## config.mk

```make
export PLATFORM = sky130hd
export DESIGN_NAME = bss_boot_select
export DESIGN_NICKNAME = d
export VERILOG_FILES = /design/src/rtl/bss_pkg.sv /design/src/rtl/bss_boot_select.sv /design/src/rtl/bss_sync.sv /design/src/rtl/bss_flash_xlat.sv
export SDC_FILE = /design/constraint.sdc
export NUM_CORES = 1
export LEC_CHECK = 0
export BUFFER_PORTS_ARGS = -buffer_cell sky130_fd_sc_hd__buf_2
export CAP_MARGIN = 20
export CORE_ASPECT_RATIO = 0.8
export CORE_MARGIN = 4
export CORE_UTILIZATION = 25
export CTS_BUF_LIST = sky130_fd_sc_hd__clkbuf_4
export DETAILED_ROUTE_END_ITERATION = 8
export GPL_TIMING_DRIVEN = 0
export PLACE_DENSITY = 0.55
export SLEW_MARGIN = 20
export SYNTH_ARGS = -nofsm -noshare
export SYNTH_HDL_FRONTEND = slang
export SYNTH_HIERARCHICAL = 1
export SYNTH_SLANG_ARGS = --single-unit
```

## constraint.sdc

```tcl
create_clock -name clk_in -period 1.7 [get_ports clk_in]
set_input_delay 0.34 -clock clk_in [delete_from_list [all_inputs] [get_ports clk_in]]
set_output_delay 0.34 -clock clk_in [all_outputs]
set_load 0.02 [all_outputs]
```

## src/rtl/bss_pkg.sv

```systemverilog
package bss_pkg;

   // register byte offsets on the avalon slave
   localparam logic [4:0] BSS_OFS_BOOT_STATUS = 5'h00;
   localparam logic [4:0] BSS_OFS_HW_SHADOW = 5'h04;
   localparam logic [4:0] BSS_OFS_BOOT_STATUS_BYTE = 5'h08;
   localparam logic [4:0] BSS_OFS_SW_BOOT_VECTOR = 5'h0C;
   localparam logic [4:0] BSS_OFS_API_ENTRY = 5'h10;
   localparam logic [4:0] BSS_OFS_FUSE_WRITE = 5'h14;

   // boot status register field positions
   localparam int BSS_ST_TARGET_LSB = 0;
   localparam int BSS_ST_HW_COND = 2;
   localparam int BSS_ST_VALID = 3;
   localparam int BSS_ST_ENTRY_LSB = 16;

   // shadow byte field positions
   localparam int BSS_SHD_DOUBLE_SPEED = 7;
   localparam int BSS_SHD_JUMP_FUSE = 6;
   localparam int BSS_SHD_OSC = 5;
   localparam int BSS_SHD_RSVD = 4;
   localparam int BSS_SHD_ERAM = 3;
   localparam int BSS_SHD_LOCK_MSB = 2;

   // values after reset
   localparam logic [7:0] BSS_RST_FUSE = 8'hA8;
   localparam logic [7:0] BSS_RST_BOOT_STATUS_BYTE = 8'hFF;
   localparam logic [7:0] BSS_RST_SW_BOOT_VECTOR = 8'hFC;

   // fixed addresses
   localparam logic [7:0] BSS_DEFAULT_VECTOR = 8'hFC;
   localparam logic [7:0] BSS_LOADER_LOW_BYTE = 8'h00;
   localparam logic [15:0] BSS_APP_ENTRY = 16'h0000;
   localparam logic [15:0] BSS_ROM_LOADER_ENTRY = 16'hF800;
   localparam logic [15:0] BSS_API_ENTRY = 16'hFFF0;

   typedef enum logic [1:0]
   {
      BSS_TGT_APP = 2'b00,
      BSS_TGT_ROM_LOADER = 2'b01,
      BSS_TGT_CUSTOM_LOADER = 2'b10
   } bss_target_t;

   typedef enum logic [1:0]
   {
      BSS_OP_READ = 2'b00,
      BSS_OP_WRITE = 2'b01,
      BSS_OP_ERASE = 2'b10,
      BSS_OP_NONE = 2'b11
   } bss_flash_op_t;

endpackage : bss_pkg

```

## src/rtl/bss_boot_select.sv

```systemverilog
// Added by the designer: the register offsets and register access over Avalon-MM.
module bss_boot_select (
   input wire logic clk_in,
   input wire logic sys_rst_in,
   input wire logic [4:0] avs_address_in,
   input wire logic avs_read_in,
   input wire logic avs_write_in,
   input wire logic [31:0] avs_writedata_in,
   input wire logic [3:0] avs_byteenable_in,
   output logic [31:0] avs_readdata_out,
   output logic avs_waitrequest_out,
   input wire logic rst_pin_in,
   input wire logic reset_polarity_select_in,
   input wire logic program_strobe_pin_in,
   output logic program_strobe_pin_out,
   output logic program_strobe_pin_oe_n_out,
   input wire logic prog_fuse_wr_in,
   input wire logic [7:0] prog_fuse_data_in,
   input wire logic ldr_cmd_valid_in,
   input wire logic [1:0] ldr_cmd_op_in,
   input wire logic [15:0] ldr_cmd_addr_in,
   input wire logic [7:0] ldr_cmd_data_in,
   output logic ldr_cmd_ready_out,
   output logic flash_rd_out,
   output logic flash_wr_out,
   output logic flash_erase_out,
   output logic [15:0] flash_addr_out,
   output logic [7:0] flash_wdata_out,
   output logic core_hold_out,
   output logic [1:0] boot_target_out,
   output logic [15:0] boot_entry_addr_out,
   output logic double_speed_clock_mode_out,
   output logic osc_b_select_out,
   output logic expanded_ram_inhibit_out,
   output logic [2:0] memory_lock_level_out
);

   typedef struct packed {
      logic rst_act;
      logic valid;
      logic hw_cond;
      logic [1:0] target;
      logic [15:0] entry;
      logic [7:0] fuse;
      logic [7:0] status_byte;
      logic [7:0] vector;
      logic waitreq;
      logic [31:0] rdata;
      logic strobe_oe_n;
      logic hold;
      logic dbl;
      logic oscb;
      logic eram_inh;
      logic [2:0] lock;
   } bss_top_state_t;

   bss_top_state_t st_ff;
   bss_top_state_t nxt_st;

   logic [2:0] pins_sync;
   logic rst_pin_sync;
   logic polarity_sync;
   logic strobe_sync;
   logic rst_active;
   logic release_edge;
   logic [7:0] shadow;
   logic bus_req;
   logic bus_accept;
   logic wr_lane0;
   logic ldr_enable;
   logic [1:0] sel_target;
   logic [15:0] sel_entry;

   // pins pass two flops before use, kept aligned in one synchroniser
   bss_sync #(
      .WIDTH(3)
   ) u_pin_sync (
      .clk_in(clk_in),
      .sys_rst_in(sys_rst_in),
      .async_in({program_strobe_pin_in, reset_polarity_select_in, rst_pin_in}),
      .sync_out(pins_sync)
   );

   assign rst_pin_sync = pins_sync[0];
   assign polarity_sync = pins_sync[1];
   assign strobe_sync = pins_sync[2];

   // reset pin is active when its level equals the polarity select
   assign rst_active = (rst_pin_sync == polarity_sync);
   assign release_edge = st_ff.rst_act && !rst_active;

   // shadow byte mirrors the fuse store, reserved bit reads zero
   always_comb
   begin
      shadow = st_ff.fuse;
      shadow[bss_pkg::BSS_SHD_RSVD] = 1'b0;
   end

   // boot decision made by logic alone, no code involved
   always_comb
   begin
      sel_target = bss_pkg::BSS_TGT_APP;
      sel_entry = bss_pkg::BSS_APP_ENTRY;
      if (!strobe_sync)
      begin
         sel_target = bss_pkg::BSS_TGT_ROM_LOADER;
         sel_entry = bss_pkg::BSS_ROM_LOADER_ENTRY;
      end
      else if (shadow[bss_pkg::BSS_SHD_JUMP_FUSE])
      begin
         sel_target = bss_pkg::BSS_TGT_APP;
         sel_entry = bss_pkg::BSS_APP_ENTRY;
      end
      else if (st_ff.status_byte == 8'h00)
      begin
         sel_target = bss_pkg::BSS_TGT_APP;
         sel_entry = bss_pkg::BSS_APP_ENTRY;
      end
      else if (st_ff.vector != bss_pkg::BSS_DEFAULT_VECTOR)
      begin
         sel_target = bss_pkg::BSS_TGT_CUSTOM_LOADER;
         sel_entry = {st_ff.vector, bss_pkg::BSS_LOADER_LOW_BYTE};
      end
      else
      begin
         sel_target = bss_pkg::BSS_TGT_ROM_LOADER;
         sel_entry = bss_pkg::BSS_ROM_LOADER_ENTRY;
      end
   end

   assign bus_req = avs_read_in || avs_write_in;
   assign bus_accept = bus_req && !st_ff.waitreq;
   assign wr_lane0 = avs_write_in && bus_accept && avs_byteenable_in[0];

   always_comb
   begin
      nxt_st = st_ff;
      nxt_st.rst_act = rst_active;

      // core held while reset pin active; released on the decision
      if (rst_active)
      begin
         nxt_st.hold = 1'b1;
         nxt_st.valid = 1'b0;
         nxt_st.strobe_oe_n = 1'b1;
      end
      else if (release_edge)
      begin
         nxt_st.hold = 1'b0;
         nxt_st.valid = 1'b1;
         nxt_st.hw_cond = !strobe_sync;
         nxt_st.target = sel_target;
         nxt_st.entry = sel_entry;
         nxt_st.dbl = !shadow[bss_pkg::BSS_SHD_DOUBLE_SPEED];
         nxt_st.oscb = !shadow[bss_pkg::BSS_SHD_OSC];
         nxt_st.eram_inh = !shadow[bss_pkg::BSS_SHD_ERAM];
         nxt_st.lock = shadow[bss_pkg::BSS_SHD_LOCK_MSB:0];
      end
      else
      begin
         // pin becomes an output after the decision, level ignored
         nxt_st.strobe_oe_n = 1'b0;
      end

      // programmer writes every fuse bit
      if (prog_fuse_wr_in)
      begin
         nxt_st.fuse = prog_fuse_data_in;
      end
      else if (wr_lane0 && (avs_address_in == bss_pkg::BSS_OFS_FUSE_WRITE))
      begin
         // software reaches only the jump fuse
         nxt_st.fuse[bss_pkg::BSS_SHD_JUMP_FUSE] =
            avs_writedata_in[bss_pkg::BSS_SHD_JUMP_FUSE];
      end

      if (wr_lane0 && (avs_address_in == bss_pkg::BSS_OFS_BOOT_STATUS_BYTE))
      begin
         nxt_st.status_byte = avs_writedata_in[7:0];
      end
      if (wr_lane0 && (avs_address_in == bss_pkg::BSS_OFS_SW_BOOT_VECTOR))
      begin
         nxt_st.vector = avs_writedata_in[7:0];
      end

      // two-cycle slave: waitrequest drops for the accepting edge
      if (bus_req && st_ff.waitreq)
      begin
         nxt_st.waitreq = 1'b0;
         nxt_st.rdata = 32'h0000_0000;
         if (avs_read_in)
         begin
            unique case (avs_address_in)
               bss_pkg::BSS_OFS_BOOT_STATUS:
               begin
                  nxt_st.rdata[bss_pkg::BSS_ST_TARGET_LSB +: 2] = st_ff.target;
                  nxt_st.rdata[bss_pkg::BSS_ST_HW_COND] = st_ff.hw_cond;
                  nxt_st.rdata[bss_pkg::BSS_ST_VALID] = st_ff.valid;
                  nxt_st.rdata[bss_pkg::BSS_ST_ENTRY_LSB +: 16] = st_ff.entry;
               end
               bss_pkg::BSS_OFS_HW_SHADOW:
               begin
                  nxt_st.rdata[7:0] = shadow;
               end
               bss_pkg::BSS_OFS_BOOT_STATUS_BYTE:
               begin
                  nxt_st.rdata[7:0] = st_ff.status_byte;
               end
               bss_pkg::BSS_OFS_SW_BOOT_VECTOR:
               begin
                  nxt_st.rdata[7:0] = st_ff.vector;
               end
               bss_pkg::BSS_OFS_API_ENTRY:
               begin
                  nxt_st.rdata[15:0] = bss_pkg::BSS_API_ENTRY;
               end
               default:
               begin
                  nxt_st.rdata = 32'h0000_0000;
               end
            endcase
         end
      end
      else
      begin
         nxt_st.waitreq = 1'b1;
      end
   end

   always_ff @(posedge clk_in)
   begin
      if (sys_rst_in)
      begin
         st_ff.rst_act <= 1'b1;
         st_ff.valid <= 1'b0;
         st_ff.hw_cond <= 1'b0;
         st_ff.target <= bss_pkg::BSS_TGT_APP;
         st_ff.entry <= bss_pkg::BSS_APP_ENTRY;
         st_ff.fuse <= bss_pkg::BSS_RST_FUSE;
         st_ff.status_byte <= bss_pkg::BSS_RST_BOOT_STATUS_BYTE;
         st_ff.vector <= bss_pkg::BSS_RST_SW_BOOT_VECTOR;
         st_ff.waitreq <= 1'b1;
         st_ff.rdata <= 32'h0000_0000;
         st_ff.strobe_oe_n <= 1'b1;
         st_ff.hold <= 1'b1;
         st_ff.dbl <= 1'b0;
         st_ff.oscb <= 1'b0;
         st_ff.eram_inh <= 1'b0;
         st_ff.lock <= 3'h0;
      end
      else
      begin
         st_ff <= nxt_st;
      end
   end

   // loader frames are served only while a loader was chosen
   assign ldr_enable = st_ff.valid && (st_ff.target != bss_pkg::BSS_TGT_APP);

   bss_flash_xlat #(
      .ADDR_W(16)
   ) u_flash_xlat (
      .clk_in(clk_in),
      .sys_rst_in(sys_rst_in),
      .enable_in(ldr_enable),
      .cmd_valid_in(ldr_cmd_valid_in),
      .cmd_op_in(ldr_cmd_op_in),
      .cmd_addr_in(ldr_cmd_addr_in),
      .cmd_data_in(ldr_cmd_data_in),
      .cmd_ready_out(ldr_cmd_ready_out),
      .flash_rd_out(flash_rd_out),
      .flash_wr_out(flash_wr_out),
      .flash_erase_out(flash_erase_out),
      .flash_addr_out(flash_addr_out),
      .flash_wdata_out(flash_wdata_out)
   );

   assign avs_readdata_out = st_ff.rdata;
   assign avs_waitrequest_out = st_ff.waitreq;
   assign program_strobe_pin_out = 1'b1;
   assign program_strobe_pin_oe_n_out = st_ff.strobe_oe_n;
   assign core_hold_out = st_ff.hold;
   assign boot_target_out = st_ff.target;
   assign boot_entry_addr_out = st_ff.entry;
   assign double_speed_clock_mode_out = st_ff.dbl;
   assign osc_b_select_out = st_ff.oscb;
   assign expanded_ram_inhibit_out = st_ff.eram_inh;
   assign memory_lock_level_out = st_ff.lock;

endmodule : bss_boot_select

```

## src/rtl/bss_sync.sv

```systemverilog
module bss_sync #(
   parameter int WIDTH = 3
) (
   input wire logic clk_in,
   input wire logic sys_rst_in,
   input wire logic [WIDTH-1:0] async_in,
   output logic [WIDTH-1:0] sync_out
);

   typedef struct packed {
      logic [WIDTH-1:0] stage1;
      logic [WIDTH-1:0] stage2;
   } bss_sync_state_t;

   bss_sync_state_t st_ff;
   bss_sync_state_t nxt_st;

   if (WIDTH < 1)
   begin : g_chk
      $error("bss_sync width must be at least one");
   end

   always_comb
   begin
      nxt_st.stage1 = async_in;
      nxt_st.stage2 = st_ff.stage1;
   end

   always_ff @(posedge clk_in)
   begin
      if (sys_rst_in)
      begin
         st_ff <= '0;
      end
      else
      begin
         st_ff <= nxt_st;
      end
   end

   assign sync_out = st_ff.stage2;

endmodule : bss_sync

```

## src/rtl/bss_flash_xlat.sv

```systemverilog
module bss_flash_xlat #(
   parameter int ADDR_W = 16
) (
   input wire logic clk_in,
   input wire logic sys_rst_in,
   input wire logic enable_in,
   input wire logic cmd_valid_in,
   input wire logic [1:0] cmd_op_in,
   input wire logic [ADDR_W-1:0] cmd_addr_in,
   input wire logic [7:0] cmd_data_in,
   output logic cmd_ready_out,
   output logic flash_rd_out,
   output logic flash_wr_out,
   output logic flash_erase_out,
   output logic [ADDR_W-1:0] flash_addr_out,
   output logic [7:0] flash_wdata_out
);

   typedef struct packed {
      logic ready;
      logic rd;
      logic wr;
      logic er;
      logic [ADDR_W-1:0] addr;
      logic [7:0] wdata;
   } bss_xlat_state_t;

   bss_xlat_state_t st_ff;
   bss_xlat_state_t nxt_st;
   logic take;

   if (ADDR_W < 1)
   begin : g_chk
      $error("bss_flash_xlat address width must be at least one");
   end

   always_comb
   begin
      nxt_st = st_ff;
      take = cmd_valid_in && st_ff.ready;
      nxt_st.rd = 1'b0;
      nxt_st.wr = 1'b0;
      nxt_st.er = 1'b0;
      // loader frames become one flash strobe each, except BSS_OP_NONE frames, which raise none
      if (take)
      begin
         nxt_st.addr = cmd_addr_in;
         nxt_st.wdata = cmd_data_in;
         nxt_st.rd = (cmd_op_in == bss_pkg::BSS_OP_READ);
         nxt_st.wr = (cmd_op_in == bss_pkg::BSS_OP_WRITE);
         nxt_st.er = (cmd_op_in == bss_pkg::BSS_OP_ERASE);
      end
      nxt_st.ready = enable_in && !take;
   end

   always_ff @(posedge clk_in)
   begin
      if (sys_rst_in)
      begin
         st_ff <= '0;
      end
      else
      begin
         st_ff <= nxt_st;
      end
   end

   assign cmd_ready_out = st_ff.ready;
   assign flash_rd_out = st_ff.rd;
   assign flash_wr_out = st_ff.wr;
   assign flash_erase_out = st_ff.er;
   assign flash_addr_out = st_ff.addr;
   assign flash_wdata_out = st_ff.wdata;

endmodule : bss_flash_xlat

```

==> impl_results.md, run 1 <==
* Outcome: finished clean
* Slew Limit Fails at 0
* Non-filler cells, final at 831
* Area Overhead vs Synth at 26.1%
* First-pass GRT wire length at 19400 um
* Commonest non-fill, non-tap cell in the layout: buf_2
* Clock transition at path regs at 0.17 ns
* Hold WC Path Type: in2reg
* Hpwl dp at 9360 um
* Vias at 3618
* Fillers at 1821
* CTS tree: built
* Max-slew headroom at 54.9%
* Most frequent cells in the layout: buf_2, dfxtp_1, buf_4
* WL/cell at 14.6 um
* Synthesis Warnings at 6
* Post-synthesis async set-or-reset flop share at 0%
* Core ar. at 16700 um2
* Share of cells above drive strength 1 at 41.1%
* Post-Syn Area at 4290 um2
* Endpoint, Worst Hold: u_flash_xlat/flash_erase_out
* Tmin final at 1.58 ns
* Die Y at 125 um
* Average vias per placed instance at 4.35
* R2R Path End: st_ff[46]
* Post-synthesis register bit count at 96
* Cells after DPL at 813
* Syn Area/Cell at 9.43 um2
* Hold slack at 0.0582 ns
* Post-synth EDFFs at 0
* Sink Count at 96
* Final Setup Violations at 0
* Synth top area share at 44.8%
* Critical path class: reg2reg
* Std-Cell Rows at 42
* Remaining Overflow, GRT at 0
* Setup TNS Final at 0 ns
* Post-synthesis sequential area ratio at 44.8%
* Reg2Reg Setup Slack at 0.12 ns
* Final wirelength at 12200 um
* Hold wc startpoint: ldr_cmd_op_in[0]
* Unrepaired setup endpoints after global routing: false
* Initial Util at 25.7%
* Most area-hungry cell type in the Yosys netlist: dfxtp_1
* CP required at 2.09 ns
* Total GRT Usage at 12.7%
* Yosys cell types at 50
* Cells on worst reg2reg path at 5
* Tightest Pin Transition at 0.677 ns
* Die width at 155 um
* Initial antenna violation count at 1
* CP arrival at 1.97 ns
* Max IR drop VDD at 0.000352 V
* Mapped Cells at 455
* Critical path launch point type: flip-flop
* Worst r2r src: avs_waitrequest_out
* Cts bufs inserted at 9
* CP max FO at 10
* Sequential cell area at 1920 um2
* CTS root buf: clkbuf_4
* Area contributors post-synth: dfxtp_1, buf_4, a21bo_2
* Htree depth at 3
* Total power at 4.16 mW
* Port bufs at 123
* Clk buf depth at 2
* Fin util at 32.4%
* Clk_skew at 0.0266 ns
* Period utilisation layout at 93.1%
* Final net count at 689
* Largest net degree at the start of global routing at 18
* Placer congestion estimate at 0.827
* Die footprint at 19300 um2
* Multi-input logic area at 1840 um2
* Detailed-route DRC error count at 0
* Post-route antenna net violation count at 0
* Crit end category: flip-flop
* Worst hold path stage count at 2
* Post-synth top flop: dfxtp_1
* Vias in the first global route at 3544
* Setup bufs post-CTS at 0
* LEAKAGE at 2.51 nW
* Max Fclk at 632 MHz
* Max-cap viol count at 0
* 1st-pass router iterations at 4
* # IOs at 172
* Pwr Density at 768 nW/um2
* Clock Latency Late Sink at 0.49 ns
* Final hold vios at 0
* DRT iter0 DRCs at 216
## cell type report
class | instances | share of cell area (%)
buffer | 83 | 10.4
clock inverter | 7 | 1.43
tap | 220 | 5.08
clock buffer | 9 | 1.25
multi-input combinational | 280 | 34.0
antenna | 1 | 0.0462
inverter | 11 | 0.763
sequential | 96 | 35.5
timing repair buffer | 124 | 11.6
## routing by layer
metal	routed length, um	global-route usage (%)	share of wire [%]	up-vias
met5	0	0	0	-
met4	257	4.00	2.1	0
met3	771	3.66	6.3	21
met2	5280	18.4	43	98
met1	5860	18.1	48	1675
li1	-	-	-	1824
## timing repair
item	4_1_cts	5_1_grt
hold buffers	0	1
resized for setup	0	5
hold endpoints to repair	0	1
setup endpoints to repair	0	23
## cells by family after synthesis
logic type | after synthesis | share of synthesized area (%)
simple gates | 136 | 17.4
mux | 11 | 3.82
xor+xnor | 2 | 0.408
compound gates | 114 | 19.5
buf+inv | 94 | 14.0
flops | 96 | 44.8
other cells | 2 | 0.175
## worst max-delay path, cell delays in order, from the launching register on
cell,delay [ns]
dfxtp_1,0.43
and3b_2,0.28
nand4_2,0.18
buf_2,0.26
nor2_1,0.07
a211o_1,0.26
## how the worst max path moves through the flow
stage                                    to  slack (ns)  depth (start not counted)            startpoint
floorplan                         st_ff[46]        0.23                          5   avs_waitrequest_out
detailed placement  boot_entry_addr_out[10]       -0.19                          5            sys_rst_in
global route                      st_ff[47]       0.009                          5   avs_waitrequest_out
finish                            st_ff[46]        0.12                          5   avs_waitrequest_out
global placement    boot_entry_addr_out[10]       -0.19                          5            sys_rst_in
CTS                    avs_readdata_out[11]       0.005                          2  avs_readdata_out[15]
## through the flow
stage	setup WS, ns	instance area, um2
finish	0.117	5410
global route	0.00897	5410
CTS	0.00468	5390
detailed placement	-0.188	5240
global placement	-0.194	5240
floorplan	0.229	4350
## synth_stat cells, types with 2 or more instances
cell type  number
nand2b_1        4
buf_1           2
buf_4          60
a31oi_1         2
nor2_1         41
xor2_1          2
nor3_1          6
buf_2          11
nor4_1          3
o21a_1          3
a21oi_1        38
dfxtp_1        96
clkbuf_1        9
mux4_2          3
conb_1          2
a32oi_1         6
o21ai_0         4
a21bo_2        24
nor2b_1        13
inv_1          11
a22oi_1         5
o21ai_1         3
a211o_1        17
a211oi_1        2
a22o_1          5
nand3_1        25
nand2_1        20
nor4b_2         4
a21boi_0        3
mux2i_1         7
nand4_1         4
and3b_1         2
## flip-flops by register name, indices dropped and copies added, names as in the netlist, 3 cells and up
name / cells
u_pin_sync/nxt_st: 3
u_pin_sync/sync_out: 3
avs_readdata_out: 17
boot_entry_addr_out: 8
u_flash_xlat/flash_wdata_out: 8
memory_lock_level_out: 3
shadow: 7
u_flash_xlat/flash_addr_out: 16
st_ff: 19
## power by group
group	switching [mW]	total, mW	internal [mW]
combinational	0.297	0.506	0.209
clock	0.849	1.31	0.462
sequential	0.0389	2.34	2.30
total	1.19	4.16	2.97
Power figures use the tool's default switching activity.
==> run 2: changes to the inputs <==
CORE_ASPECT_RATIO = unset   (was 0.8)
==> impl_results.md, run 2 (synthesized netlist as in run 1, its figures left out) <==
* Outcome: finished clean (unchanged)
* Unrepaired setup endpoints after global routing: false (unchanged)
* CTS root buf: clkbuf_4 (unchanged)
* Initial Util at 25.7% (about the same)
* Final net count at 688 (was 689)
* Endpoint, Worst Hold: shadow[5] (was u_flash_xlat/flash_erase_out)
* Clock transition at path regs at 0.16 ns (was 0.17 ns)
* Htree depth at 3 (unchanged)
* 1st-pass router iterations at 4 (unchanged)
* Post-route antenna net violation count at 0 (unchanged)
* Tmin final at 1.54 ns (was 1.58 ns)
* Max IR drop VDD at 0.000256 V (was 0.000352 V)
* Max Fclk at 648 MHz (was 632 MHz)
* CP required at 2.06 ns (was 2.09 ns)
* Crit end category: flip-flop (unchanged)
* Most frequent cells in the layout: buf_2, dfxtp_1, buf_4 (unchanged)
* CP max FO at 10 (unchanged)
* Worst hold path stage count at 2 (unchanged)
* Clk buf depth at 2 (unchanged)
* Crit-path slowest cell: dfxtp_1 (unchanged)
* Remaining Overflow, GRT at 0 (unchanged)
* Core ar. at 16700 um2 (about the same)
* Setup TNS Final at 0 ns (unchanged)
* Vias in the first global route at 3364 (was 3544)
* Initial antenna violation count at 3 (was 1)
* Tightest Pin Transition at 0.630 ns (was 0.677 ns)
* Largest register FFs at 19 (unchanged)
* Average vias per placed instance at 4.35 (about the same)
* Max-cap viol count at 0 (unchanged)
* Die width at 139 um (was 155 um)
* R2R Path End: st_ff[43] (was st_ff[46])
* Final hold vios at 0 (unchanged)
* Cts bufs inserted at 9 (unchanged)
* Critical path launch point type: flip-flop (unchanged)
* Final Setup Violations at 0 (unchanged)
* Critical path class: reg2reg (unchanged)
* Hpwl dp at 9470 um (was 9360 um)
* CP bufs+invs at 1 (unchanged)
* Commonest non-fill, non-tap cell in the layout: buf_2 (unchanged)
* Placer congestion estimate at 0.827 (about the same)
* Die footprint at 19300 um2 (about the same)
* Die Y at 139 um (was 125 um)
* Largest stage delay, worst path at 0.38 ns (was 0.43 ns)
* Port bufs at 123 (unchanged)
* Cts hold-fix bufs at 0 (unchanged)
* Std-Cell Rows at 47 (was 42)
* Share of cells above drive strength 1 at 41.2% (was 41.1%)
* First-pass GRT wire length at 19000 um (was 19400 um)
* Total GRT Usage at 12.4% (was 12.7%)
* CP arrival at 1.90 ns (was 1.97 ns)
* Sink Count at 96 (unchanged)
* Cells on worst reg2reg path at 4 (was 5)
* Max-slew headroom at 58.0% (was 54.9%)
* WL/cell at 14.7 um (was 14.6 um)
* Pwr Density at 736 nW/um2 (was 768 nW/um2)
* Hold wc startpoint: prog_fuse_data_in[5] (was ldr_cmd_op_in[0])
* Reg2Reg Setup Slack at 0.16 ns (was 0.12 ns)
* Worst-path cell chain: and3b_2 -> nand4_2 -> buf_2 -> a211o_1 (was and3b_2 -> nand4_2 -> buf_2 -> nor2_1 -> a211o_1)
* Vias at 3616 (was 3618)
* LEAKAGE at 2.49 nW (was 2.51 nW)
* Total power at 3.95 mW (was 4.16 mW)
* Area Overhead vs Synth at 25.2% (was 26.1%)
* Clock Latency Late Sink at 0.47 ns (was 0.49 ns)
* CTS tree: built (unchanged)
* Top delay family on crit path: simple AND/OR/NAND/NOR gates (unchanged)
* Top reg by flops: st_ff (unchanged)
* Largest net degree at the start of global routing at 17 (was 18)
* Hold WC Path Type: in2reg (unchanged)
* Period utilisation layout at 90.7% (was 93.1%)
* Clk_skew at 0.0202 ns (was 0.0266 ns)
* Detailed-route DRC error count at 0 (unchanged)
* Final wirelength at 12200 um (about the same)
* # IOs at 172 (unchanged)
* Worst r2r src: avs_waitrequest_out (unchanged)
* Slew Limit Fails at 0 (unchanged)
* DRT iter0 DRCs at 156 (was 216)
-- run 2: area by class of cell --
type | count | area (um2)
inverters | 11 | 41.3
well taps | 220 | 275
fillers | 1807 | 11300
multi-input cells | 280 | 1840
repair buffers | 123 | 616
flip-flops and latches | 96 | 1920
plain buffers | 83 | 561
diodes | 2 | 5.00
clock buffers | 9 | 67.6
clock inverters | 7 | 46.3
-- run 2: worst max path at each step --
stage,from,endpoint,depth (start not counted)
after floorplan,avs_waitrequest_out,st_ff[46],5
after global placement,sys_rst_in,boot_entry_addr_out[10],5
after detailed placement,sys_rst_in,boot_entry_addr_out[10],5
after CTS,avs_readdata_out[15],avs_readdata_out[11],2
after global routing,u_pin_sync/sync_out[1],boot_target_out[0],6
final,avs_waitrequest_out,st_ff[43],4
-- run 2: per-layer routing --
| layer | part of all wire (%) | vias to the layer above | track usage, % |
|---|---|---|---|
| li1 | - | 1819 | - |
| met1 | 46 | 1709 | 16.4 |
| met2 | 48 | 69 | 19.8 |
| met3 | 4.3 | 17 | 2.59 |
| met4 | 1.5 | 2 | 4.79 |
| met5 | 0.057 | - | 0 |
-- run 2: power by group --
part | internal (mW) | switching, mW
sequential | 2.30 | 0.0393
clock | 0.301 | 0.810
combinational | 0.208 | 0.295
total | 2.81 | 1.15
-- run 2: metrics by stage --
stage	std cells	setup slack (ns)	util [%]	hold WS, ns	cell area [um2]
floorplan	470	0.229	-	0.411	4350
global placement	813	-0.176	31.4	0.421	5240
detailed placement	813	-0.172	31.4	0.428	5240
CTS	829	0.0176	32.1	0.0197	5350
global route	831	0.0380	32.2	0.0159	5380
finish	831	0.157	32.2	0.0614	5380
-- run 2: what timing repair did --
action                                  CTS  global route
resized for setup                         0             5
endpoints found under the setup margin    0            19
setup buffers                             0             0
